--- config.mk ---
export PLATFORM = sky130hd
export DESIGN_NAME = sfcd_decoder
export DESIGN_NICKNAME = d
export VERILOG_FILES = /design/src/shared/sfcd_pkg.sv /design/src/hdl/sfcd_decoder.sv
export SDC_FILE = /design/constraint.sdc
export NUM_CORES = 1
export LEC_CHECK = 0
export BUFFER_PORTS_ARGS = -buffer_cell sky130_fd_sc_hd__buf_2
export CORE_MARGIN = 1
export CORE_UTILIZATION = 54
export CTS_CLUSTER_DIAMETER = 80
export CTS_CLUSTER_SIZE = 12
export DETAILED_ROUTE_END_ITERATION = 6
export GPL_TIMING_DRIVEN = 0
export PLACE_DENSITY = 0.77
export SETUP_SLACK_MARGIN = 0.3
export SLEW_MARGIN = 20
export SYNTH_ARGS = -nofsm -noshare
export SYNTH_HDL_FRONTEND = slang
export SYNTH_SLANG_ARGS = --single-unit
--- constraint.sdc ---
create_clock -name clock -period 5.3 [get_ports clock]
set_input_delay 0.53 -clock clock [delete_from_list [all_inputs] [get_ports clock]]
set_output_delay 0.53 -clock clock [all_outputs]
set_load 0.02 [all_outputs]
--- src/shared/sfcd_pkg.sv ---
package sfcd_pkg;
    // one-byte command codes
    localparam logic [7:0] OPC_WRITE_ENABLE = 8'h06;
    localparam logic [7:0] OPC_WRITE_DISABLE = 8'h04;
    localparam logic [7:0] OPC_READ_IDENT = 8'h9f;
    localparam logic [7:0] OPC_READ_STATUS = 8'h05;
    localparam logic [7:0] OPC_WRITE_STATUS = 8'h01;
    localparam logic [7:0] OPC_READ = 8'h03;
    localparam logic [7:0] OPC_FAST_READ = 8'h0b;
    localparam logic [7:0] OPC_PARALLEL = 8'h55;
    localparam logic [7:0] OPC_SECTOR_ERASE_A = 8'h20;
    localparam logic [7:0] OPC_SECTOR_ERASE_B = 8'hd8;
    localparam logic [7:0] OPC_CHIP_ERASE_A = 8'h60;
    localparam logic [7:0] OPC_CHIP_ERASE_B = 8'hc7;
    localparam logic [7:0] OPC_PAGE_PROGRAM = 8'h02;
    localparam logic [7:0] OPC_DEEP_POWER_DOWN = 8'hb9;
    localparam logic [7:0] OPC_ENTER_EXTRA = 8'ha5;
    localparam logic [7:0] OPC_EXIT_EXTRA = 8'hb5;
    localparam logic [7:0] OPC_RELEASE_SIG = 8'hab;
    localparam logic [7:0] OPC_MAKER_DEVICE = 8'h90;

    // frame lengths in bytes, opcode included
    localparam logic [2:0] LEN_SINGLE = 3'h1;
    localparam logic [2:0] LEN_WRITE_STATUS = 3'h2;
    localparam logic [2:0] LEN_ADDRESSED = 3'h4;
    localparam logic [2:0] LEN_PROGRAM_MIN = 3'h5;
    localparam logic [2:0] LEN_ADDR_LAST = 3'h3; // byte count when the last address byte completes
    localparam logic [2:0] BIT_LAST = 3'h7;
    localparam logic [1:0] IDENT_LAST = 2'h2; // three identification bytes, then repeat

    // array map: 32 sectors of 64 KB over 21 address bits
    localparam int SECTOR_LSB = 16;
    localparam int SECTOR_W = 5;
    localparam logic [23:0] ARRAY_MASK = 24'h1fffff;
    localparam logic [23:0] ADDR_STEP = 24'h000001;
    localparam logic [2:0] BP_NONE = 3'h0;

    // decoder states, one-hot
    typedef enum logic [5:0] {
        ST_OPCODE = 6'b000001,
        ST_ADDR = 6'b000010,
        ST_DUMMY = 6'b000100,
        ST_IN = 6'b001000,
        ST_OUT = 6'b010000,
        ST_IGNORE = 6'b100000
    } sfcd_state_t;

    typedef enum logic [2:0] {
        OP_NONE = 3'h0,
        OP_WRITE_STATUS = 3'h1,
        OP_PROGRAM = 3'h2,
        OP_SECTOR_ERASE = 3'h3,
        OP_CHIP_ERASE = 3'h4
    } sfcd_op_kind_t;

    // request to the program/erase engine
    typedef struct packed {
        logic start;
        sfcd_op_kind_t kind;
        logic [23:0] addr;
        logic [SECTOR_W-1:0] sector;
    } sfcd_op_t;

    // one page-program data byte
    typedef struct packed {
        logic valid;
        logic [7:0] data;
    } sfcd_byte_t;

    // status byte layout, bit 7 down to bit 0
    typedef struct packed {
        logic srwd;
        logic error;
        logic zero;
        logic [2:0] bp;
        logic write_enable_latch;
        logic write_in_progress;
    } sfcd_status_t;
endpackage

--- src/hdl/sfcd_decoder.sv ---
`timescale 1ns/100ps
// Function
// (RULE_01) 06 sets, 04 clears write latch
// (RULE_02) 9F ident, 05 status, 01 writes status
// (RULE_03) 03 read, 0B dummy, 55 parallel
// (RULE_04) erase 20/D8, chip 60/C7, program 02
// (RULE_05) B9 power down, A5/B5 sector switch
// (RULE_06) AB release/signature, 90 maker/device
// (RULE_07) select 00 maker first, 01 device
// (RULE_08) 32 sectors of 64 KB each
// (RULE_09) unknown opcode: standby, output off
// (RULE_10) valid opcode stays active until deselect
// (RULE_11) sample on rise, shift on fall
// (RULE_12) read commands end after any bit
// (RULE_13) write commands need byte-boundary deselect
// (RULE_14) busy: array commands ignored
// (RULE_15) host polls status before commands
// (RULE_16) modify commands need write latch set
// (RULE_17) host sends latch commands alone
// (RULE_18) latch clears at reset and completions
// (RULE_19) host sends only defined opcodes
// (RULE_20) host clock idle level per polarity
// (RULE_21) busy flag set while operation runs
// (RULE_22) chip erase only with no protection
// (RULE_23) bytes most significant bit first
// (RULE_24) select fall restarts the decoder
module sfcd_decoder #(
    parameter logic [7:0] MAKER_ID = 8'h5a, // arbitrary value
    parameter logic [7:0] TYPE_ID = 8'h3c, // arbitrary value
    parameter logic [7:0] DEVICE_ID = 8'h11, // arbitrary value
    parameter logic [7:0] SIGNATURE_ID = 8'h11 // arbitrary value
)(
    input wire logic clock, // 250 MHz system clock
    input wire logic reset, // synchronous, active high
    input wire logic cs_n_pin, // chip select pin, active low
    input wire logic sclk_pin, // serial clock pin
    input wire logic si_pin, // serial data in pin
    input wire logic wp_n_pin, // write protect pin, active low
    output logic so_out, // serial data out
    output logic so_oe, // serial out enable
    output logic [23:0] rd_addr, // array byte address for reads
    input wire logic [7:0] rd_data, // array byte at rd_addr
    input wire logic op_done, // engine finished, one-cycle pulse
    input wire logic op_error, // engine error flag, level
    output sfcd_pkg::sfcd_op_t op_req, // engine request, start is a pulse
    output sfcd_pkg::sfcd_byte_t pp_data, // program data stream
    output sfcd_pkg::sfcd_status_t status, // status register
    output logic parallel_mode, // parallel mode latched until reset
    output logic extra_sector, // extra 4Kb sector selected
    output logic deep_power_down // deep power down active
);
    logic [3:0] sync1_reg;
    logic [3:0] sync2_reg;
    logic sclk_prev_reg;
    logic cs_prev_reg;
    sfcd_pkg::sfcd_state_t state_reg;
    sfcd_pkg::sfcd_state_t state_next;
    sfcd_pkg::sfcd_state_t addr_next;
    sfcd_pkg::sfcd_state_t opc_next;
    logic [7:0] shift_reg;
    logic [7:0] opcode_reg;
    logic [7:0] data_reg;
    logic [23:0] addr_reg;
    logic [2:0] bit_cnt_reg;
    logic [2:0] byte_cnt_reg;
    logic [2:0] out_bit_reg;
    logic [1:0] out_idx_reg;
    logic [7:0] out_byte;
    logic [7:0] shift_next;
    logic sclk_s, cs_n_s, si_s, wp_n_s;
    logic sclk_rise, sclk_fall, cs_fall, cs_rise;
    logic byte_done, len_ok, commit, out_step, is_read, hw_locked;

    // two-stage synchronisers; only the second stage feeds any logic
    always_ff @(posedge clock)
    begin
        sync1_reg <= {wp_n_pin, si_pin, cs_n_pin, sclk_pin};
        sync2_reg <= sync1_reg;
        sclk_prev_reg <= sync2_reg[0];
        cs_prev_reg <= sync2_reg[1];
    end

    assign {wp_n_s, si_s, cs_n_s, sclk_s} = sync2_reg;
    // edge detection runs off the settled copies only
    assign sclk_rise = sclk_s && !sclk_prev_reg;
    assign sclk_fall = !sclk_s && sclk_prev_reg;
    assign cs_fall = !cs_n_s && cs_prev_reg;
    assign cs_rise = cs_n_s && !cs_prev_reg;

    // (RULE_11) rise samples
    // (RULE_23) msb first shift
    assign shift_next = {shift_reg[6:0], si_s};
    assign byte_done = sclk_rise && !cs_n_s && !cs_fall && bit_cnt_reg == sfcd_pkg::BIT_LAST
        && state_reg != sfcd_pkg::ST_IGNORE;
    assign is_read = opcode_reg == sfcd_pkg::OPC_READ || opcode_reg == sfcd_pkg::OPC_FAST_READ;
    assign hw_locked = status.srwd && !wp_n_s;

    // opcode decode on the completing first byte
    always_comb
    begin
        opc_next = sfcd_pkg::ST_IGNORE;
        if (deep_power_down)
        begin
            // power down honours only the release/signature code
            opc_next = (shift_next == sfcd_pkg::OPC_RELEASE_SIG) ? sfcd_pkg::ST_ADDR : sfcd_pkg::ST_IGNORE;
        end
        else if (status.write_in_progress && shift_next != sfcd_pkg::OPC_READ_STATUS)
        begin
            // (RULE_14) busy ignores
            opc_next = sfcd_pkg::ST_IGNORE;
        end
        else
        begin
            // (RULE_01) latch codes
            // (RULE_02) ident and status codes
            // (RULE_03) read and parallel codes
            // (RULE_04) erase and program codes
            // (RULE_05) power and sector codes
            // (RULE_06) signature codes
            unique case (shift_next)
                sfcd_pkg::OPC_WRITE_ENABLE, sfcd_pkg::OPC_WRITE_DISABLE, sfcd_pkg::OPC_PARALLEL,
                sfcd_pkg::OPC_CHIP_ERASE_A, sfcd_pkg::OPC_CHIP_ERASE_B, sfcd_pkg::OPC_DEEP_POWER_DOWN,
                sfcd_pkg::OPC_ENTER_EXTRA, sfcd_pkg::OPC_EXIT_EXTRA, sfcd_pkg::OPC_WRITE_STATUS:
                    opc_next = sfcd_pkg::ST_IN;
                sfcd_pkg::OPC_READ_IDENT, sfcd_pkg::OPC_READ_STATUS:
                    opc_next = sfcd_pkg::ST_OUT;
                sfcd_pkg::OPC_READ, sfcd_pkg::OPC_FAST_READ, sfcd_pkg::OPC_SECTOR_ERASE_A,
                sfcd_pkg::OPC_SECTOR_ERASE_B, sfcd_pkg::OPC_PAGE_PROGRAM, sfcd_pkg::OPC_RELEASE_SIG,
                sfcd_pkg::OPC_MAKER_DEVICE:
                    opc_next = sfcd_pkg::ST_ADDR;
                // (RULE_09) unknown code
                default:
                    opc_next = sfcd_pkg::ST_IGNORE;
            endcase
        end
    end

    // where a command goes after its third address byte
    assign addr_next = (opcode_reg == sfcd_pkg::OPC_FAST_READ) ? sfcd_pkg::ST_DUMMY
        : (opcode_reg == sfcd_pkg::OPC_PAGE_PROGRAM || opcode_reg == sfcd_pkg::OPC_SECTOR_ERASE_A
        || opcode_reg == sfcd_pkg::OPC_SECTOR_ERASE_B) ? sfcd_pkg::ST_IN : sfcd_pkg::ST_OUT;

    // state walk; no path back to the opcode state except a select fall
    // (RULE_10) active until deselect
    always_comb
    begin
        state_next = state_reg;
        if (cs_fall)
            // (RULE_24) fresh frame
            state_next = sfcd_pkg::ST_OPCODE;
        else if (byte_done)
        begin
            unique case (state_reg)
                sfcd_pkg::ST_OPCODE: state_next = opc_next;
                sfcd_pkg::ST_ADDR: state_next = (byte_cnt_reg == sfcd_pkg::LEN_ADDR_LAST) ? addr_next : state_reg;
                sfcd_pkg::ST_DUMMY: state_next = sfcd_pkg::ST_OUT;
                default: state_next = state_reg;
            endcase
        end
    end

    always_ff @(posedge clock)
    begin
        if (reset)
            state_reg <= sfcd_pkg::ST_IGNORE; // wait for a clean frame start
        else
            state_reg <= state_next;
    end

    // bit and byte counters, input shift, captured bytes
    always_ff @(posedge clock)
    begin
        if (reset || cs_fall)
        begin
            bit_cnt_reg <= 3'h0;
            byte_cnt_reg <= 3'h0;
            shift_reg <= 8'h00;
        end
        else if (sclk_rise && !cs_n_s)
        begin
            bit_cnt_reg <= bit_cnt_reg + 3'h1;
            shift_reg <= shift_next;
            // saturate so long program bursts keep a valid count
            if (byte_done && byte_cnt_reg != 3'h7)
                byte_cnt_reg <= byte_cnt_reg + 3'h1;
        end
    end

    always_ff @(posedge clock)
    begin
        if (reset)
        begin
            opcode_reg <= 8'h00;
            data_reg <= 8'h00;
        end
        else if (byte_done)
        begin
            if (state_reg == sfcd_pkg::ST_OPCODE)
                opcode_reg <= shift_next;
            if (state_reg == sfcd_pkg::ST_IN)
                data_reg <= shift_next;
        end
    end

    // address: shifted in high byte first, then stepped per read byte
    always_ff @(posedge clock)
    begin
        if (reset)
            addr_reg <= 24'h000000;
        else if (byte_done && state_reg == sfcd_pkg::ST_ADDR)
            addr_reg <= {addr_reg[15:0], shift_next};
        else if (out_step && is_read)
            addr_reg <= (addr_reg + sfcd_pkg::ADDR_STEP) & sfcd_pkg::ARRAY_MASK; // wraps at array end
    end
    assign rd_addr = addr_reg;

    // (RULE_13) byte boundary lengths
    assign len_ok = (opcode_reg == sfcd_pkg::OPC_WRITE_STATUS) ? byte_cnt_reg == sfcd_pkg::LEN_WRITE_STATUS
        : (opcode_reg == sfcd_pkg::OPC_SECTOR_ERASE_A || opcode_reg == sfcd_pkg::OPC_SECTOR_ERASE_B)
        ? byte_cnt_reg == sfcd_pkg::LEN_ADDRESSED
        : (opcode_reg == sfcd_pkg::OPC_PAGE_PROGRAM) ? byte_cnt_reg >= sfcd_pkg::LEN_PROGRAM_MIN
        : byte_cnt_reg == sfcd_pkg::LEN_SINGLE;
    assign commit = cs_rise && bit_cnt_reg == 3'h0 && len_ok
        && (state_reg == sfcd_pkg::ST_IN || state_reg == sfcd_pkg::ST_ADDR);

    // status register and mode flags, changed at commit or by the engine
    always_ff @(posedge clock)
    begin
        if (reset)
        begin
            status <= '0;
            parallel_mode <= 1'b0;
            extra_sector <= 1'b0;
            deep_power_down <= 1'b0;
        end
        else
        begin
            status.error <= op_error;
            if (op_done && status.write_in_progress)
            begin
                // (RULE_18) completion clears
                // (RULE_21) busy ends
                status.write_in_progress <= 1'b0;
                status.write_enable_latch <= 1'b0;
            end
            if (commit)
            begin
                unique case (opcode_reg)
                    // (RULE_01) latch set/clear
                    sfcd_pkg::OPC_WRITE_ENABLE: status.write_enable_latch <= 1'b1;
                    sfcd_pkg::OPC_WRITE_DISABLE: status.write_enable_latch <= 1'b0;
                    // (RULE_03) parallel sticks
                    sfcd_pkg::OPC_PARALLEL: parallel_mode <= 1'b1;
                    // (RULE_05) power and sector
                    sfcd_pkg::OPC_DEEP_POWER_DOWN: deep_power_down <= 1'b1;
                    sfcd_pkg::OPC_ENTER_EXTRA: extra_sector <= 1'b1;
                    sfcd_pkg::OPC_EXIT_EXTRA: extra_sector <= 1'b0;
                    // (RULE_06) release power down
                    sfcd_pkg::OPC_RELEASE_SIG: deep_power_down <= 1'b0;
                    // (RULE_02) status write
                    // (RULE_16) latch required
                    sfcd_pkg::OPC_WRITE_STATUS:
                    begin
                        if (status.write_enable_latch && !hw_locked)
                        begin
                            status.srwd <= data_reg[7];
                            status.bp <= data_reg[4:2];
                            status.write_in_progress <= 1'b1;
                        end
                    end
                    sfcd_pkg::OPC_CHIP_ERASE_A, sfcd_pkg::OPC_CHIP_ERASE_B:
                        // (RULE_22) unprotected only
                        status.write_in_progress <= status.write_enable_latch && status.bp == sfcd_pkg::BP_NONE;
                    sfcd_pkg::OPC_SECTOR_ERASE_A, sfcd_pkg::OPC_SECTOR_ERASE_B, sfcd_pkg::OPC_PAGE_PROGRAM:
                        // (RULE_21) busy starts
                        status.write_in_progress <= status.write_enable_latch;
                    default: ;
                endcase
            end
        end
    end

    // engine request and program data; a start fires only while busy gets set
    always_ff @(posedge clock)
    begin
        if (reset)
        begin
            op_req <= '0;
            pp_data <= '0;
        end
        else
        begin
            op_req.start <= 1'b0;
            pp_data.valid <= byte_done && state_reg == sfcd_pkg::ST_IN && status.write_enable_latch
                && opcode_reg == sfcd_pkg::OPC_PAGE_PROGRAM;
            pp_data.data <= shift_next;
            if (commit && status.write_enable_latch && !status.write_in_progress)
            begin
                op_req.addr <= addr_reg;
                // (RULE_08) sector index
                op_req.sector <= addr_reg[sfcd_pkg::SECTOR_LSB +: sfcd_pkg::SECTOR_W];
                unique case (opcode_reg)
                    sfcd_pkg::OPC_WRITE_STATUS:
                    begin
                        op_req.start <= !hw_locked;
                        op_req.kind <= sfcd_pkg::OP_WRITE_STATUS;
                    end
                    sfcd_pkg::OPC_PAGE_PROGRAM:
                    begin
                        op_req.start <= 1'b1;
                        op_req.kind <= sfcd_pkg::OP_PROGRAM;
                    end
                    sfcd_pkg::OPC_SECTOR_ERASE_A, sfcd_pkg::OPC_SECTOR_ERASE_B:
                    begin
                        op_req.start <= 1'b1;
                        op_req.kind <= sfcd_pkg::OP_SECTOR_ERASE;
                    end
                    sfcd_pkg::OPC_CHIP_ERASE_A, sfcd_pkg::OPC_CHIP_ERASE_B:
                    begin
                        op_req.start <= status.bp == sfcd_pkg::BP_NONE;
                        op_req.kind <= sfcd_pkg::OP_CHIP_ERASE;
                    end
                    default: ;
                endcase
            end
        end
    end

    // (RULE_07) select byte order
    always_comb
    begin
        out_byte = rd_data;
        if (opcode_reg == sfcd_pkg::OPC_READ_IDENT)
            out_byte = (out_idx_reg == 2'h0) ? MAKER_ID : (out_idx_reg == 2'h1) ? TYPE_ID : DEVICE_ID;
        else if (opcode_reg == sfcd_pkg::OPC_READ_STATUS)
            out_byte = status;
        else if (opcode_reg == sfcd_pkg::OPC_RELEASE_SIG)
            out_byte = SIGNATURE_ID;
        else if (opcode_reg == sfcd_pkg::OPC_MAKER_DEVICE)
            out_byte = (out_idx_reg[0] ^ addr_reg[0]) ? DEVICE_ID : MAKER_ID;
    end

    // (RULE_11) fall shifts out
    assign out_step = sclk_fall && !cs_n_s && state_reg == sfcd_pkg::ST_OUT && out_bit_reg == sfcd_pkg::BIT_LAST;
    always_ff @(posedge clock)
    begin
        if (reset || cs_fall)
        begin
            out_bit_reg <= 3'h0;
            out_idx_reg <= 2'h0;
            so_out <= 1'b0;
        end
        else if (sclk_fall && !cs_n_s && state_reg == sfcd_pkg::ST_OUT)
        begin
            so_out <= out_byte[~out_bit_reg]; // msb first
            out_bit_reg <= out_bit_reg + 3'h1;
            if (out_step)
                out_idx_reg <= (out_idx_reg == sfcd_pkg::IDENT_LAST) ? 2'h0 : out_idx_reg + 2'h1;
        end
    end

    // (RULE_12) deselect ends output
    always_ff @(posedge clock)
    begin
        if (reset || cs_n_s || state_reg != sfcd_pkg::ST_OUT)
            so_oe <= 1'b0;
        else if (sclk_fall)
            so_oe <= 1'b1;
    end

    // checks
    a_ignore_hiz: assert property (@(posedge clock) disable iff (reset) // RULE_09
        state_reg == sfcd_pkg::ST_IGNORE |=> !so_oe) else $error("output driven in standby");
    a_ignore_holds: assert property (@(posedge clock) disable iff (reset) // RULE_09
        state_reg == sfcd_pkg::ST_IGNORE && !cs_fall |=> state_reg == sfcd_pkg::ST_IGNORE)
        else $error("left standby without select fall");
    a_active_holds: assert property (@(posedge clock) disable iff (reset) // RULE_10
        state_reg != sfcd_pkg::ST_OPCODE && state_reg != sfcd_pkg::ST_IGNORE && !cs_fall
        |=> state_reg != sfcd_pkg::ST_OPCODE && state_reg != sfcd_pkg::ST_IGNORE)
        else $error("active command dropped");
    a_fall_fresh: assert property (@(posedge clock) disable iff (reset) // RULE_24
        cs_fall |=> state_reg == sfcd_pkg::ST_OPCODE && bit_cnt_reg == 3'h0 && byte_cnt_reg == 3'h0)
        else $error("frame did not restart");
    a_write_enable_cmd_sets: assert property (@(posedge clock) disable iff (reset) // RULE_01
        commit && opcode_reg == sfcd_pkg::OPC_WRITE_ENABLE |=> status.write_enable_latch) else $error("latch not set");
    a_done_clears: assert property (@(posedge clock) disable iff (reset) // RULE_18
        op_done && status.write_in_progress |=> !status.write_enable_latch && !status.write_in_progress) else $error("completion left latch set");
    a_start_needs: assert property (@(posedge clock) disable iff (reset) // RULE_16
        op_req.start |-> $past(status.write_enable_latch, 1) && status.write_in_progress) else $error("operation without latch");
    a_boundary_reject: assert property (@(posedge clock) disable iff (reset) // RULE_13
        cs_rise && bit_cnt_reg != 3'h0 |=> !op_req.start && $stable(status.write_enable_latch))
        else $error("partial byte executed");
    a_chip_protect: assert property (@(posedge clock) disable iff (reset) // RULE_22
        op_req.start && op_req.kind == sfcd_pkg::OP_CHIP_ERASE |-> status.bp == sfcd_pkg::BP_NONE)
        else $error("chip erase while protected");
    a_busy_ignore: assert property (@(posedge clock) disable iff (reset) // RULE_14
        byte_done && state_reg == sfcd_pkg::ST_OPCODE && status.write_in_progress && shift_next != sfcd_pkg::OPC_READ_STATUS
        |=> state_reg == sfcd_pkg::ST_IGNORE) else $error("busy accepted a command");
    a_out_on_fall: assert property (@(posedge clock) disable iff (reset) // RULE_11
        so_oe && $past(so_oe) && !$stable(so_out) |-> $past(sclk_fall)) else $error("output moved off falling edge");
    c_read_frame: cover property (@(posedge clock) disable iff (reset) out_step && is_read);
    c_write_enable_cmd: cover property (@(posedge clock) disable iff (reset) commit && opcode_reg == sfcd_pkg::OPC_WRITE_ENABLE);
    c_program: cover property (@(posedge clock) disable iff (reset) op_req.start && op_req.kind == sfcd_pkg::OP_PROGRAM);
    c_ignore: cover property (@(posedge clock) disable iff (reset) byte_done ##1 state_reg == sfcd_pkg::ST_IGNORE);
endmodule

==> impl_table.tex, run 1 <==
\begin{tabular}{lr}
\hline
Metric & Value \\
\hline
\multicolumn{2}{l}{\textbf{STA}} \\
Pins over their slew limit & 0 \\
Slew headroom & 34.70\% \\
Final Hold Vio Count & 0 \\
Final setup viols & 0 \\
Actual slew at the worst max-slew pin & 966.3 ps \\
Final setup TNS & 0 ps \\
Clock period minus final worst setup slack & between 3000 and 4000 ps \\
Unrepaired setup endpoints after global routing & false \\
Fmax & 0.3175 GHz \\
Final cycle utilization of the critical path & 59.43\% \\
Post-route clock skew & 6.073 ps \\
Post-layout worst setup margin & between 2000 and 2500 ps \\
\multicolumn{2}{l}{\textbf{Placement}} \\
Instance area after placement & 6477 um2 \\
Setup WS pre-CTS & approximately 2200 ps \\
Detailed Place HPWL & 12,380 um \\
Placer Congestion & 0.9091 \\
\# port buffers & 92 \\
\multicolumn{2}{l}{\textbf{Die}} \\
Area enclosed by the die boundary & 11,250 um2 \\
Die height & 106.1 um \\
Placeable core region & $\sim$10,000 um2 \\
Site Rows & 37 \\
Effective utilization at floorplan & 56.13\% \\
I/O pins & 95 \\
Chip Width & around 110 um \\
\multicolumn{2}{l}{\textbf{Detailed routing}} \\
Routed length per instance & 17.44 um \\
Number of search-and-repair iterations in the first detailed-routing pass & 7 \\
Number of nets with antenna violations after detailed routing & 0 \\
Vias post-DR & 5,874 \\
Vias/cell & 5.976 \\
Total wirelength of the detailed-routed design & 17,150 um \\
Number of design-rule violations left by the first detailed-router iteration & a little under 600 \\
Number of DRC violations after detailed routing & 0 \\
\multicolumn{2}{l}{\textbf{Setup path}} \\
Ordered list of cells on the worst path & clkbuf\_1 -> or4\_1 -> clkbuf\_1 -> o41ai\_1 -> a31oi\_1 -> nor4\_1 -> nand3\_1 -> a21oi\_1 \\
Highest cell delay on the worst timing path & 670 ps \\
Most used cell along the critical path & sky130\_fd\_sc\_hd\_\_clkbuf\_1 \\
Highest net fanout along the worst path & 10 \\
Crit path required time & 5770 ps \\
Depth of the worst register-to-register path & 8 \\
Startpoint Class & flip-flop \\
Cell with the largest stage delay on the worst path & sky130\_fd\_sc\_hd\_\_o41ai\_1 \\
Reg2Reg Capture Point & status[4] \\
Arrival time of the worst setup path & 3620 ps \\
Setup slack of the worst register-to-register path & 2150 ps \\
WS Path Type & reg -> reg \\
Category of the worst setup path capture point & flip-flop \\
Worst reg2reg startpoint & opcode\_reg[5] \\
\multicolumn{2}{l}{\textbf{Clock tree}} \\
Post-CTS Resized & 0 \\
Sink Count & 119 \\
Root cell of the clock tree & sky130\_fd\_sc\_hd\_\_clkbuf\_8 \\
Clock buffers created by TritonCTS & 17 \\
Setup bufs post-CTS & 0 \\
Max Root-Sink Buffers & 2 \\
H-Tree Level Count & 4 \\
TritonCTS clock tree & yes \\
Clock-pin slew reported for the worst setup and hold paths after clock tree synthesis & 60 ps \\
Clk\_lat worst skew & roughly 540 ps \\
\# hold bufs at CTS & 0 \\
\multicolumn{2}{l}{\textbf{Pwr}} \\
Power per standard cell area & approximately 290 nW/um2 \\
Worst vdd rail ir drop & 262.9 uV \\
Static leakage power & $\sim$2.8 nW \\
Switching Share & between 20\% and 30\% \\
Net switching component of the power & 0.4416 mW \\
Combinational Power Share & 2.5\% \\
Flop pwr share & 43.8\% \\
Internal power summed over all cells & 1.630 mW \\
Clock network power share & 53.7\% \\
\multicolumn{2}{l}{\textbf{Global route}} \\
Remaining Overflow, GRT & 0 \\
Antenna violations before repair & 0 \\
First-pass GRT wire length & 27,560 um \\
Number of global-route vias before repair & between 5,000 and 6,000 \\
Pin count of the biggest net entering global routing & 17 \\
Combined global-route utilization of all metal layers & between 30\% and 40\% \\
\multicolumn{2}{l}{\textbf{Logic synthesis}} \\
Netlist cell types & a little under 70 \\
Flip-flop and latch count after synthesis & around 120 \\
Synth Net Count & 753 \\
Library cell with the highest instance count after synthesis & sky130\_fd\_sc\_hd\_\_dfxtp\_1 \\
Prevailing post-synth register cell & sky130\_fd\_sc\_hd\_\_dfxtp\_1 \\
Most used standard cells in the synthesized netlist & sky130\_fd\_sc\_hd\_\_dfxtp\_1, sky130\_fd\_sc\_hd\_\_nand2\_1, sky130\_fd\_sc\_hd\_\_nor2\_1, sky130\_fd\_sc\_hd\_\_a21oi\_1, sky130\_fd\_sc\_hd\_\_clkbuf\_1 \\
Syn. warnings & 0 \\
Area fraction of the dominant cell type after synthesis & 40.74\% \\
Instance count of the mapped netlist & 725 \\
Number of flops mapped to enable cells by yosys & 0 \\
Top cells by area in the synthesized netlist & sky130\_fd\_sc\_hd\_\_dfxtp\_1, sky130\_fd\_sc\_hd\_\_nand2\_1, sky130\_fd\_sc\_hd\_\_a21oi\_1 \\
Share of the yosys chip area belonging to registers & 40.74\% \\
Share of flip-flops with an asynchronous set or reset & 0\% \\
Avg Inst Size Synth & 8.065 um2 \\
Top cell type by total area after synthesis & sky130\_fd\_sc\_hd\_\_dfxtp\_1 \\
Summed instance area of the synthesized netlist & 5847 um2 \\
\multicolumn{2}{l}{\textbf{Final layout}} \\
Biggest register & op\_req \\
Total Nets Final & 864 \\
N\_diodes & 0 \\
Flip-flop count of the largest register after layout & 28 \\
Area growth from synthesis to layout & 20.54\% \\
Final design area excluding fillers & 7048 um2 \\
Fraction of layout cells with a size suffix above 1 & around 18\% \\
\multicolumn{2}{l}{\textbf{Hold path}} \\
Classification of the worst-slack hold path & in -> reg \\
WHS Endpoint & sync1\_reg[0] \\
Launch instance of the worst min-delay path & sclk\_pin \\
Worst Hold Path Cells & 1 \\
\multicolumn{2}{l}{\textbf{Job}} \\
Max-cap violations & 0 \\
\multicolumn{2}{l}{\textbf{Status}} \\
Run status & completed \\
\hline
\end{tabular}
routing by layer:
| metal | track usage (%) | share of wire (%) | up-vias |
|---|---|---|---|
| li1 | - | - | 2808 |
| met1 | 44.42 | 45 | 2746 |
| met2 | 47.15 | 45 | 286 |
| met3 | 7.235 | 8.3 | 34 |
| met4 | 12.80 | 2.1 | 0 |
| met5 | 0 | 0 | - |
worst max-delay path, delay by kind of cell (launching register included):
kind            cells  cell delay, ps
flops               1             290
buf+inv             2             430
simple gates        3            1370
compound gates      3             990
kinds of logic after synthesis:
logic type	count (synthesis)	synth area share, %
and+or+nand+nor	314	26.96
DFF	119	40.74
muxes	23	3.959
buffers and inverters	75	5.564
xor gates and xnor gates	10	1.498
other	1	0.06414
AOI/OAI and AO/OA	171	18.64
adders and majority gates	12	2.568
area by class of cell:
cell class | instances | area, um2
Clock inverter | 8 | 97.59
Inverter | 20 | 75.07
Timing Repair Buffer | 92 | 460.4
Multi-Input combinational cell | 531 | 3139
Clock buffer | 22 | 473.0
Buffer | 55 | 250.2
Tap cell | 136 | 170.2
Fill cell | 865 | 3368
Sequential cell | 119 | 2382
power groups by stage:
| stage | sequential, mW | clock, mW | combinational (mW) |
|---|---|---|---|
| after detailed placement | 0.925 | 0 | 0.0518 |
| after global placement | 0.925 | 0 | 0.0509 |
| after global routing | 0.907 | 1.16 | 0.0577 |
| after floorplan | 0.925 | 0 | 0.0320 |
| final | 0.906 | 1.11 | 0.0527 |
| after CTS | 0.906 | 1.12 | 0.0522 |
per-stage QoR:
stage          std cells  utilization (%)  power, mW  hold WS (ps)
6_report             983            67.66      2.071         90.70
5_1_grt              983            67.66      2.129         76.62
4_1_cts              983            67.66      2.082         70.73
3_5_place_dp         953            62.19     0.9773         315.0
3_3_place_gp         953            62.19     0.9762         310.7
2_1_floorplan        725                -     0.9572         309.6
cells in the final DEF (no fill, tap or decap), types with 12 or more instances in the layout:
cell type / synthesis / routed
sky130_fd_sc_hd__clkbuf_1: 41 / 42
sky130_fd_sc_hd__mux2i_1: 22 / 22
sky130_fd_sc_hd__a21oi_1: 66 / 66
sky130_fd_sc_hd__dfxtp_1: 119 / 119
sky130_fd_sc_hd__nand3_1: 20 / 20
sky130_fd_sc_hd__nor3_1: 15 / 15
sky130_fd_sc_hd__o21ai_0: 31 / 31
sky130_fd_sc_hd__clkbuf_16: 0 / 16
sky130_fd_sc_hd__a211oi_1: 12 / 12
sky130_fd_sc_hd__nor2b_1: 17 / 17
sky130_fd_sc_hd__nand2_1: 96 / 96
sky130_fd_sc_hd__ha_1: 12 / 12
sky130_fd_sc_hd__buf_2: 5 / 97
sky130_fd_sc_hd__nor2_1: 75 / 75
sky130_fd_sc_hd__inv_1: 20 / 20
worst max-delay path by stage:
stage          slack (ps)  cells after the start         end          start
2_1_floorplan        2590                      9  rd_addr[3]   state_reg[1]
3_3_place_gp         2280                      8   status[1]  opcode_reg[5]
3_5_place_dp         2240                      8   status[1]  opcode_reg[5]
4_1_cts              2210                      8   status[1]  opcode_reg[5]
5_1_grt              1830                      8   status[4]  opcode_reg[5]
6_report             2150                      8   status[4]  opcode_reg[5]
Power figures use the tool's default switching activity.
==> run 2: changes to the inputs <==
clock period = 3.1 ns   (was 5.3 ns; I/O delays follow)
==> run 2 against run 1 <==
Effect of this change: clock power increased by 72%; critical path type unchanged; routed wire length rose by 3.2%; highest routed layer unchanged; worst hold slack lost 76 ps; first-iteration DRC count rose by 4.1%; combinational power grew 89%; core utilization rose by 2.7 points; clock-buffer cell count unchanged; critical path depth is 1 higher; maximum frequency increased by 13%; sequential cell count stayed put; non-clock buffer count rose by 16.
==> impl_table.tex, run 2 (synthesized netlist as in run 1, its figures left out) <==
\begin{tabular}{lr}
\hline
Metric & Value \\
\hline
\multicolumn{2}{l}{\textbf{Die}} \\
Chip Width & 106.1 um (unchanged) \\
Placeable core region & 10,420 um2 (unchanged) \\
Area enclosed by the die boundary & 11,250 um2 (unchanged) \\
I/O pins & 95 (unchanged) \\
Die height & 106.1 um (unchanged) \\
Effective utilization at floorplan & 56.13\% (unchanged) \\
Site Rows & 37 (unchanged) \\
\multicolumn{2}{l}{\textbf{Clock tree}} \\
Sink Count & 119 (unchanged) \\
TritonCTS clock tree & yes \\
Clock-pin slew reported for the worst setup and hold paths after clock tree synthesis & 60 ps (about the same) \\
Clock buffers created by TritonCTS & 17 (unchanged) \\
Clk\_lat worst skew & 540 ps (about the same) \\
H-Tree Level Count & 4 (unchanged) \\
Root cell of the clock tree & sky130\_fd\_sc\_hd\_\_clkbuf\_8 \\
Max Root-Sink Buffers & 2 (unchanged) \\
\multicolumn{2}{l}{\textbf{Pwr}} \\
Combinational Power Share & 2.8\% (+0.3 points) \\
Total Power & 3.555 mW (+72\%) \\
Internal power summed over all cells & 2.793 mW (+71\%) \\
Worst vdd rail ir drop & 449.0 uV (+71\%) \\
Flop pwr share & 43.6\% (-0.2 points) \\
Power per standard cell area & 485.0 nW/um2 (+65\%) \\
Static leakage power & 2.873 nW (+3.2\%) \\
Clock network power share & 53.6\% (about the same) \\
Switching Share & 21.44\% (+0.12 points) \\
Net switching component of the power & 0.7623 mW (+73\%) \\
\multicolumn{2}{l}{\textbf{Hold path}} \\
Worst Hold Path Cells & 2 (+1) \\
Classification of the worst-slack hold path & in -> reg \\
\multicolumn{2}{l}{\textbf{Final layout}} \\
Most frequent standard cell in the layout excluding fill and tap cells & sky130\_fd\_sc\_hd\_\_dfxtp\_1 \\
N\_diodes & 0 (unchanged) \\
Area growth from synthesis to layout & 25.38\% \\
Fraction of layout cells with a size suffix above 1 & 21.78\% (+4.0 points) \\
Final design area excluding fillers & 7331 um2 (+4.0\%) \\
Flip-flop count of the largest register after layout & 28 (unchanged) \\
Register area & 2382 um2 (unchanged) \\
Highest-count cells in the layout ignoring fill and taps & sky130\_fd\_sc\_hd\_\_dfxtp\_1, sky130\_fd\_sc\_hd\_\_buf\_2, sky130\_fd\_sc\_hd\_\_nand2\_1 \\
Fillcell total & 821 (-5.1\%) \\
Final Non-Filler Cells & 999 (+1.6\%) \\
Multi-input combinational cell area & 3266 um2 (+4.0\%) \\
Total Nets Final & 880 (+1.9\%) \\
Biggest register & op\_req \\
\multicolumn{2}{l}{\textbf{STA}} \\
Fmax & 0.3594 GHz (+13\%) \\
Post-route clock skew & 5.326 ps (-0.7461 ps) \\
Clock period minus final worst setup slack & 2782 ps (-367.9 ps) \\
Unrepaired setup endpoints after global routing & true \\
Actual slew at the worst max-slew pin & 759.9 ps (-206.4 ps) \\
Slew headroom & 48.88\% (+14 points) \\
Final Hold Vio Count & 0 (unchanged) \\
Final setup TNS & 0 ps (unchanged) \\
Final cycle utilization of the critical path & 89.75\% (+30 points) \\
Pins over their slew limit & 0 (unchanged) \\
Final setup viols & 0 (unchanged) \\
\multicolumn{2}{l}{\textbf{Global route}} \\
First-pass GRT wire length & 27,980 um (+1.5\%) \\
Remaining Overflow, GRT & 0 (unchanged) \\
Combined global-route utilization of all metal layers & 32.14\% (+0.39 points) \\
Pin count of the biggest net entering global routing & 17 (unchanged) \\
Number of global-route vias before repair & 5,474 (+2.2\%) \\
Antenna violations before repair & 0 (unchanged) \\
\multicolumn{2}{l}{\textbf{Placement}} \\
\# port buffers & 92 (unchanged) \\
Detailed Place HPWL & 12,380 um (unchanged) \\
Placer Congestion & 0.9091 (unchanged) \\
Placed Cells incl. Taps & 953 (unchanged) \\
Instance area after placement & 6477 um2 (unchanged) \\
\multicolumn{2}{l}{\textbf{Detailed routing}} \\
Number of nets with antenna violations after detailed routing & 0 (unchanged) \\
Number of design-rule violations left by the first detailed-router iteration & 605 (+4.1\%) \\
Number of search-and-repair iterations in the first detailed-routing pass & 5 (-2) \\
Number of DRC violations after detailed routing & 0 (unchanged) \\
Total wirelength of the detailed-routed design & 17,700 um (+3.2\%) \\
Vias post-DR & 5,997 (+2.1\%) \\
Vias/cell & 6.003 (+0.46\%) \\
Routed length per instance & 17.71 um (+1.6\%) \\
\multicolumn{2}{l}{\textbf{Setup path}} \\
Crit path required time & 3560 ps (-2210 ps) \\
WS Path Type & reg -> reg \\
Arrival time of the worst setup path & 3240 ps (-380 ps) \\
Highest net fanout along the worst path & 8 (-2) \\
Category of the worst setup path capture point & flip-flop \\
Startpoint Class & flip-flop \\
Depth of the worst register-to-register path & 9 (+1) \\
\multicolumn{2}{l}{\textbf{Job}} \\
Max-cap violations & 0 (unchanged) \\
\multicolumn{2}{l}{\textbf{Status}} \\
Run status & completed \\
\hline
\end{tabular}
[run 2: cell count changes in the layout (fill, tap and decap cells not counted), moves of 3 or more]
cell and change:
sky130_fd_sc_hd__o21ai_1 +3, sky130_fd_sc_hd__nor3_1 -3, sky130_fd_sc_hd__clkbuf_4 +3, sky130_fd_sc_hd__buf_4 +13
sky130_fd_sc_hd__o21ai_0 -3, sky130_fd_sc_hd__dlygate4sd3_1 +4, sky130_fd_sc_hd__clkbuf_1 -8
[run 2: power by group through the flow]
stage / clock (mW) / combinational [mW] / sequential (mW)
after detailed placement: 0 / 0.0886 / 1.58
after floorplan: 0 / 0.0548 / 1.58
after global routing: 1.99 / 0.108 / 1.55
after global placement: 0 / 0.0870 / 1.58
after CTS: 1.92 / 0.0948 / 1.55
final: 1.91 / 0.0994 / 1.55
[run 2: critical path: stages (launching register included)]
cell	delay (ps)
sky130_fd_sc_hd__dfxtp_1	300
sky130_fd_sc_hd__buf_6	110
sky130_fd_sc_hd__or4_4	520
sky130_fd_sc_hd__or4_4	530
sky130_fd_sc_hd__buf_6	150
sky130_fd_sc_hd__or2_1	210
sky130_fd_sc_hd__buf_6	140
sky130_fd_sc_hd__or3_4	360
sky130_fd_sc_hd__xor2_1	160
sky130_fd_sc_hd__a211oi_2	210
[run 2: layer usage]
metal	vias to the layer above	share of wire, %	wire length (um)	GRT usage, %
met5	-	0	0	0
met4	0	2.1	378	12.90
met3	35	8.4	1484	7.357
met2	282	45	7941	48.09
met1	2829	45	7892	44.69
li1	2851	-	-	-
[run 2: metrics by stage]
step	utilization (%)	worst slack, ps	hold slack (ps)
final	70.38	317.9	14.36
after global routing	70.38	243.5	3.357
after CTS	69.14	319.9	5.181
after detailed placement	62.19	38.08	315.0
after global placement	62.19	77.68	310.7
after floorplan	-	385.2	309.6
[run 2: path summary, 6_finish.rpt]
path                 from      endpoint  slack (ps)
max          state_reg[1]    rd_addr[3]         320
min              op_error     status[6]          10
max reg2reg  state_reg[1]    rd_addr[3]         320
min reg2reg  sync1_reg[1]  sync2_reg[1]         320
[run 2: area by class of cell]
class                           instances  area share, %
Inverter                               20          1.024
Multi-Input combinational cell        531          44.55
Clock buffer                           22          6.452
Sequential cell                       119          32.50
Buffer                                 55          3.772
Timing Repair Buffer                  108          8.056
Tap cell                              136          2.321
Clock inverter                          8          1.331
[run 2: what timing repair did]
action                                 in CTS  in global routing
endpoints found under the hold margin       4                  0
hold buffers                                4                  0
resized for setup                          18                 30
buffers inserted                            4                  8
setup endpoints to repair                  67                 60
pin swaps                                   5                  9
==> run 3: changes to the inputs <==
CORE_UTILIZATION = 51   (was 54)
PLACE_DENSITY = 0.76   (was 0.77)
clock period = 2.5 ns   (was 3.1 ns; I/O delays follow)
==> run 3 against run 2 <==
Effect of this change: the flow now finishes with violations (setup timing); setup slack got worse by 610 ps; sequential power rose by 24%; non-clock buffer count rose by 47; design area up 19%; core utilization up 8.7 points; clock-buffer cell count did not move; combinational power is 42% higher; sequential share of layout area decreased by 5.0 points; sequential cell count unchanged; critical path depth grew 2.
==> impl_table.tex, run 3 (synthesized netlist as in run 1, its figures left out) <==
\begin{tabular}{lr}
\hline
Metric & Value \\
\hline
\multicolumn{2}{l}{\textbf{Status}} \\
Run status & finished with violations \\
Violations in the final reports & setup timing \\
\multicolumn{2}{l}{\textbf{Placement}} \\
Placer Congestion & 0.9007 (-0.92\%) \\
Setup WS pre-CTS & -468.5 ps (-506.6 ps) \\
Instance area after placement & 6604 um2 (+2.0\%) \\
\# port buffers & 92 (unchanged) \\
Detailed Place HPWL & 12,660 um (+2.3\%) \\
\multicolumn{2}{l}{\textbf{Pwr}} \\
Net switching component of the power & 0.9829 mW (+29\%) \\
Clock network power share & 56.1\% (+2.5 points) \\
Switching Share & 20.91\% (-0.53 points) \\
Internal power summed over all cells & 3.718 mW (+33\%) \\
Flop pwr share & 40.9\% (-2.7 points) \\
Worst vdd rail ir drop & 491.2 uV (+9.4\%) \\
Combinational Power Share & 3.0\% (+0.2 points) \\
Static leakage power & 3.340 nW (+16\%) \\
Power per standard cell area & 540.9 nW/um2 (+12\%) \\
\multicolumn{2}{l}{\textbf{STA}} \\
Post-layout worst setup margin & -294.3 ps (-612.1 ps) \\
Clock period minus final worst setup slack & 2794 ps (+12.14 ps) \\
Slew headroom & 24.10\% (-25 points) \\
Unrepaired setup endpoints after global routing & true \\
Pins over their slew limit & 0 (unchanged) \\
Final cycle utilization of the critical path & 111.8\% (+22 points) \\
Actual slew at the worst max-slew pin & 1128 ps (+368.2 ps) \\
Post-route clock skew & 7.108 ps (+1.781 ps) \\
Fmax & 0.3579 GHz (-0.43\%) \\
Final setup viols & 44 (+44) \\
Final setup TNS & -5035 ps (-5035 ps) \\
Final Hold Vio Count & 0 (unchanged) \\
\multicolumn{2}{l}{\textbf{Setup path}} \\
Category of the worst setup path capture point & flip-flop \\
Depth of the worst register-to-register path & 11 (+2) \\
Delay-heaviest family, CP & simple AND/OR/NAND/NOR gates \\
Highest cell delay on the worst timing path & 520 ps (about the same) \\
WS Path Type & reg -> reg \\
Total buffers and inverters traversed by the critical path & 5 (+2) \\
Cell with the largest stage delay on the worst path & sky130\_fd\_sc\_hd\_\_or4\_4 \\
Most used cell along the critical path & sky130\_fd\_sc\_hd\_\_buf\_6 \\
Startpoint Class & flip-flop \\
Ordered list of cells on the worst path & buf\_6 -> or4\_4 -> or4\_4 -> buf\_6 -> buf\_4 -> buf\_6 -> nor2\_4 -> buf\_6 -> nand2\_2 -> or4\_1 -> a31oi\_1 \\
Highest net fanout along the worst path & 3 (-5) \\
Arrival time of the worst setup path & 3150 ps (-90 ps) \\
Number of cells on the critical path & 11 (+2) \\
Reg2Reg Capture Point & rd\_addr[19] \\
Worst reg2reg startpoint & state\_reg[1] \\
Crit path required time & 2850 ps (-710 ps) \\
Setup slack of the worst register-to-register path & -290 ps (-610 ps) \\
\multicolumn{2}{l}{\textbf{Final layout}} \\
Flip-flop count of the largest register after layout & 28 (unchanged) \\
Biggest register & op\_req \\
Fillcell total & 650 (-21\%) \\
Fraction of layout cells with a size suffix above 1 & 41.10\% (+19 points) \\
N\_diodes & 0 (unchanged) \\
Area growth from synthesis to layout & 48.62\% \\
Register area & 2389 um2 (+0.26\%) \\
Final design area excluding fillers & 8690 um2 (+19\%) \\
Most frequent standard cell in the layout excluding fill and tap cells & sky130\_fd\_sc\_hd\_\_dfxtp\_1 \\
Total Nets Final & 927 (+5.3\%) \\
Highest-count cells in the layout ignoring fill and taps & sky130\_fd\_sc\_hd\_\_dfxtp\_1, sky130\_fd\_sc\_hd\_\_buf\_2, sky130\_fd\_sc\_hd\_\_nor2\_1 \\
Multi-input combinational cell area & 3949 um2 (+21\%) \\
Post-layout utilization of the core & 79.12\% (+8.7 points) \\
\multicolumn{2}{l}{\textbf{Global route}} \\
Combined global-route utilization of all metal layers & 35.88\% (+3.7 points) \\
Pin count of the biggest net entering global routing & 17 (unchanged) \\
Number of global-route vias before repair & 6,284 (+15\%) \\
First-pass GRT wire length & 32,390 um (+16\%) \\
Antenna violations before repair & 0 (unchanged) \\
Remaining Overflow, GRT & 0 (unchanged) \\
\multicolumn{2}{l}{\textbf{Detailed routing}} \\
Number of nets with antenna violations after detailed routing & 0 (unchanged) \\
Routed length per instance & 21.38 um (+21\%) \\
Vias/cell & 6.386 (+6.4\%) \\
Number of DRC violations after detailed routing & 0 (unchanged) \\
Total wirelength of the detailed-routed design & 22,440 um (+27\%) \\
Vias post-DR & 6,705 (+12\%) \\
Number of search-and-repair iterations in the first detailed-routing pass & 6 (+1) \\
Number of design-rule violations left by the first detailed-router iteration & 918 (+52\%) \\
\multicolumn{2}{l}{\textbf{Clock tree}} \\
Clock-pin slew reported for the worst setup and hold paths after clock tree synthesis & 50 ps (about the same) \\
Sink Count & 119 (unchanged) \\
Clk\_lat worst skew & 430 ps (-110 ps) \\
TritonCTS clock tree & yes \\
H-Tree Level Count & 4 (unchanged) \\
Max Root-Sink Buffers & 2 (unchanged) \\
Root cell of the clock tree & sky130\_fd\_sc\_hd\_\_clkbuf\_16 \\
Clock buffers created by TritonCTS & 17 (unchanged) \\
\multicolumn{2}{l}{\textbf{Die}} \\
Area enclosed by the die boundary & 11,900 um2 (+5.8\%) \\
Placeable core region & 10,980 um2 (+5.4\%) \\
Die height & 109.1 um (+2.8\%) \\
I/O pins & 95 (unchanged) \\
Chip Width & 109.1 um (+2.8\%) \\
Effective utilization at floorplan & 53.24\% (-2.9 points) \\
Site Rows & 38 (+2.7\%) \\
\multicolumn{2}{l}{\textbf{Hold path}} \\
Worst Hold Path Cells & 2 (unchanged) \\
Launch instance of the worst min-delay path & op\_error \\
WHS Endpoint & status[6] \\
Classification of the worst-slack hold path & in -> reg \\
\multicolumn{2}{l}{\textbf{Job}} \\
Max-cap violations & 0 (unchanged) \\
\hline
\end{tabular}
[run 3: cell count changes in the layout (fill, tap and decap cells not counted), moves of 7 or more]
cell	change
sky130_fd_sc_hd__o21ai_2	+9
sky130_fd_sc_hd__buf_4	+28
sky130_fd_sc_hd__nor2_1	-7
sky130_fd_sc_hd__o21ai_0	-14
sky130_fd_sc_hd__buf_8	+9
sky130_fd_sc_hd__nand2_4	+14
sky130_fd_sc_hd__nand2_2	+18
sky130_fd_sc_hd__buf_6	+15
sky130_fd_sc_hd__a21oi_1	-38
sky130_fd_sc_hd__a21oi_2	+36
sky130_fd_sc_hd__nand2_1	-32
sky130_fd_sc_hd__clkbuf_1	-11
[run 3: how the worst max path moves through the flow]
stage                  from     endpoint  slack (ps)
3_3_place_gp   state_reg[1]  rd_addr[16]        -470
6_report       state_reg[1]  rd_addr[19]        -290
5_1_grt        state_reg[1]   rd_addr[3]        -340
2_1_floorplan  state_reg[1]   rd_addr[3]        -200
3_5_place_dp   state_reg[1]  rd_addr[22]        -470
4_1_cts        state_reg[1]   rd_addr[3]        -230
[run 3: stage by stage]
step                      power (mW)  std cells  hold slack, ps
after detailed placement       2.072        957           312.1
after floorplan                2.029        725           277.7
after CTS                      4.682       1039           35.38
after global routing           4.803       1050           88.05
final                          4.700       1050           43.31
after global placement         2.069        957           310.4
[run 3: power by group through the flow]
stage	registers [mW]	logic (mW)	clock network (mW)
4_1_cts	1.92	0.126	2.63
2_1_floorplan	1.96	0.0679	0
5_1_grt	1.93	0.150	2.73
6_report	1.92	0.141	2.64
3_5_place_dp	1.96	0.110	0
3_3_place_gp	1.96	0.108	0
[run 3: worst reg2reg max path, cell delays in order, from the launching register on]
cell and delay (ps):
sky130_fd_sc_hd__dfxtp_1 300, sky130_fd_sc_hd__buf_6 110, sky130_fd_sc_hd__or4_4 520, sky130_fd_sc_hd__or4_4 520
sky130_fd_sc_hd__buf_6 150, sky130_fd_sc_hd__buf_4 130, sky130_fd_sc_hd__buf_6 120, sky130_fd_sc_hd__nor2_4 110
sky130_fd_sc_hd__buf_6 120, sky130_fd_sc_hd__nand2_2 50, sky130_fd_sc_hd__or4_1 440, sky130_fd_sc_hd__a31oi_1 150
[run 3: what timing repair did]
action | in CTS | in global routing
hold endpoints to repair | 4 | 0
gates resized for setup | 163 | 95
setup buffers | 42 | 11
cloned | 6 | 0
pin swaps | 76 | 51
setup endpoints to repair | 83 | 74
hold buffers | 4 | 0
[run 3: area by class of cell]
cell class / count / area share, %
Buffer: 55 / 4.881
Multi-Input combinational cell: 531 / 45.44
Clock inverter: 8 / 1.670
Timing Repair Buffer: 155 / 12.07
Clock buffer: 22 / 5.572
Inverter: 20 / 0.8639
Sequential cell: 119 / 27.49
Tap cell: 140 / 2.016
[run 3: per-layer routing]
metal  routed length, um  global-route usage [%]  vias up
li1                    -                       -     2938
met1                8551                   45.26     3157
met2               10370                   56.69      474
met4                1216                   19.40        0
met5                   0                       0        -
met3                2303                   8.129      136
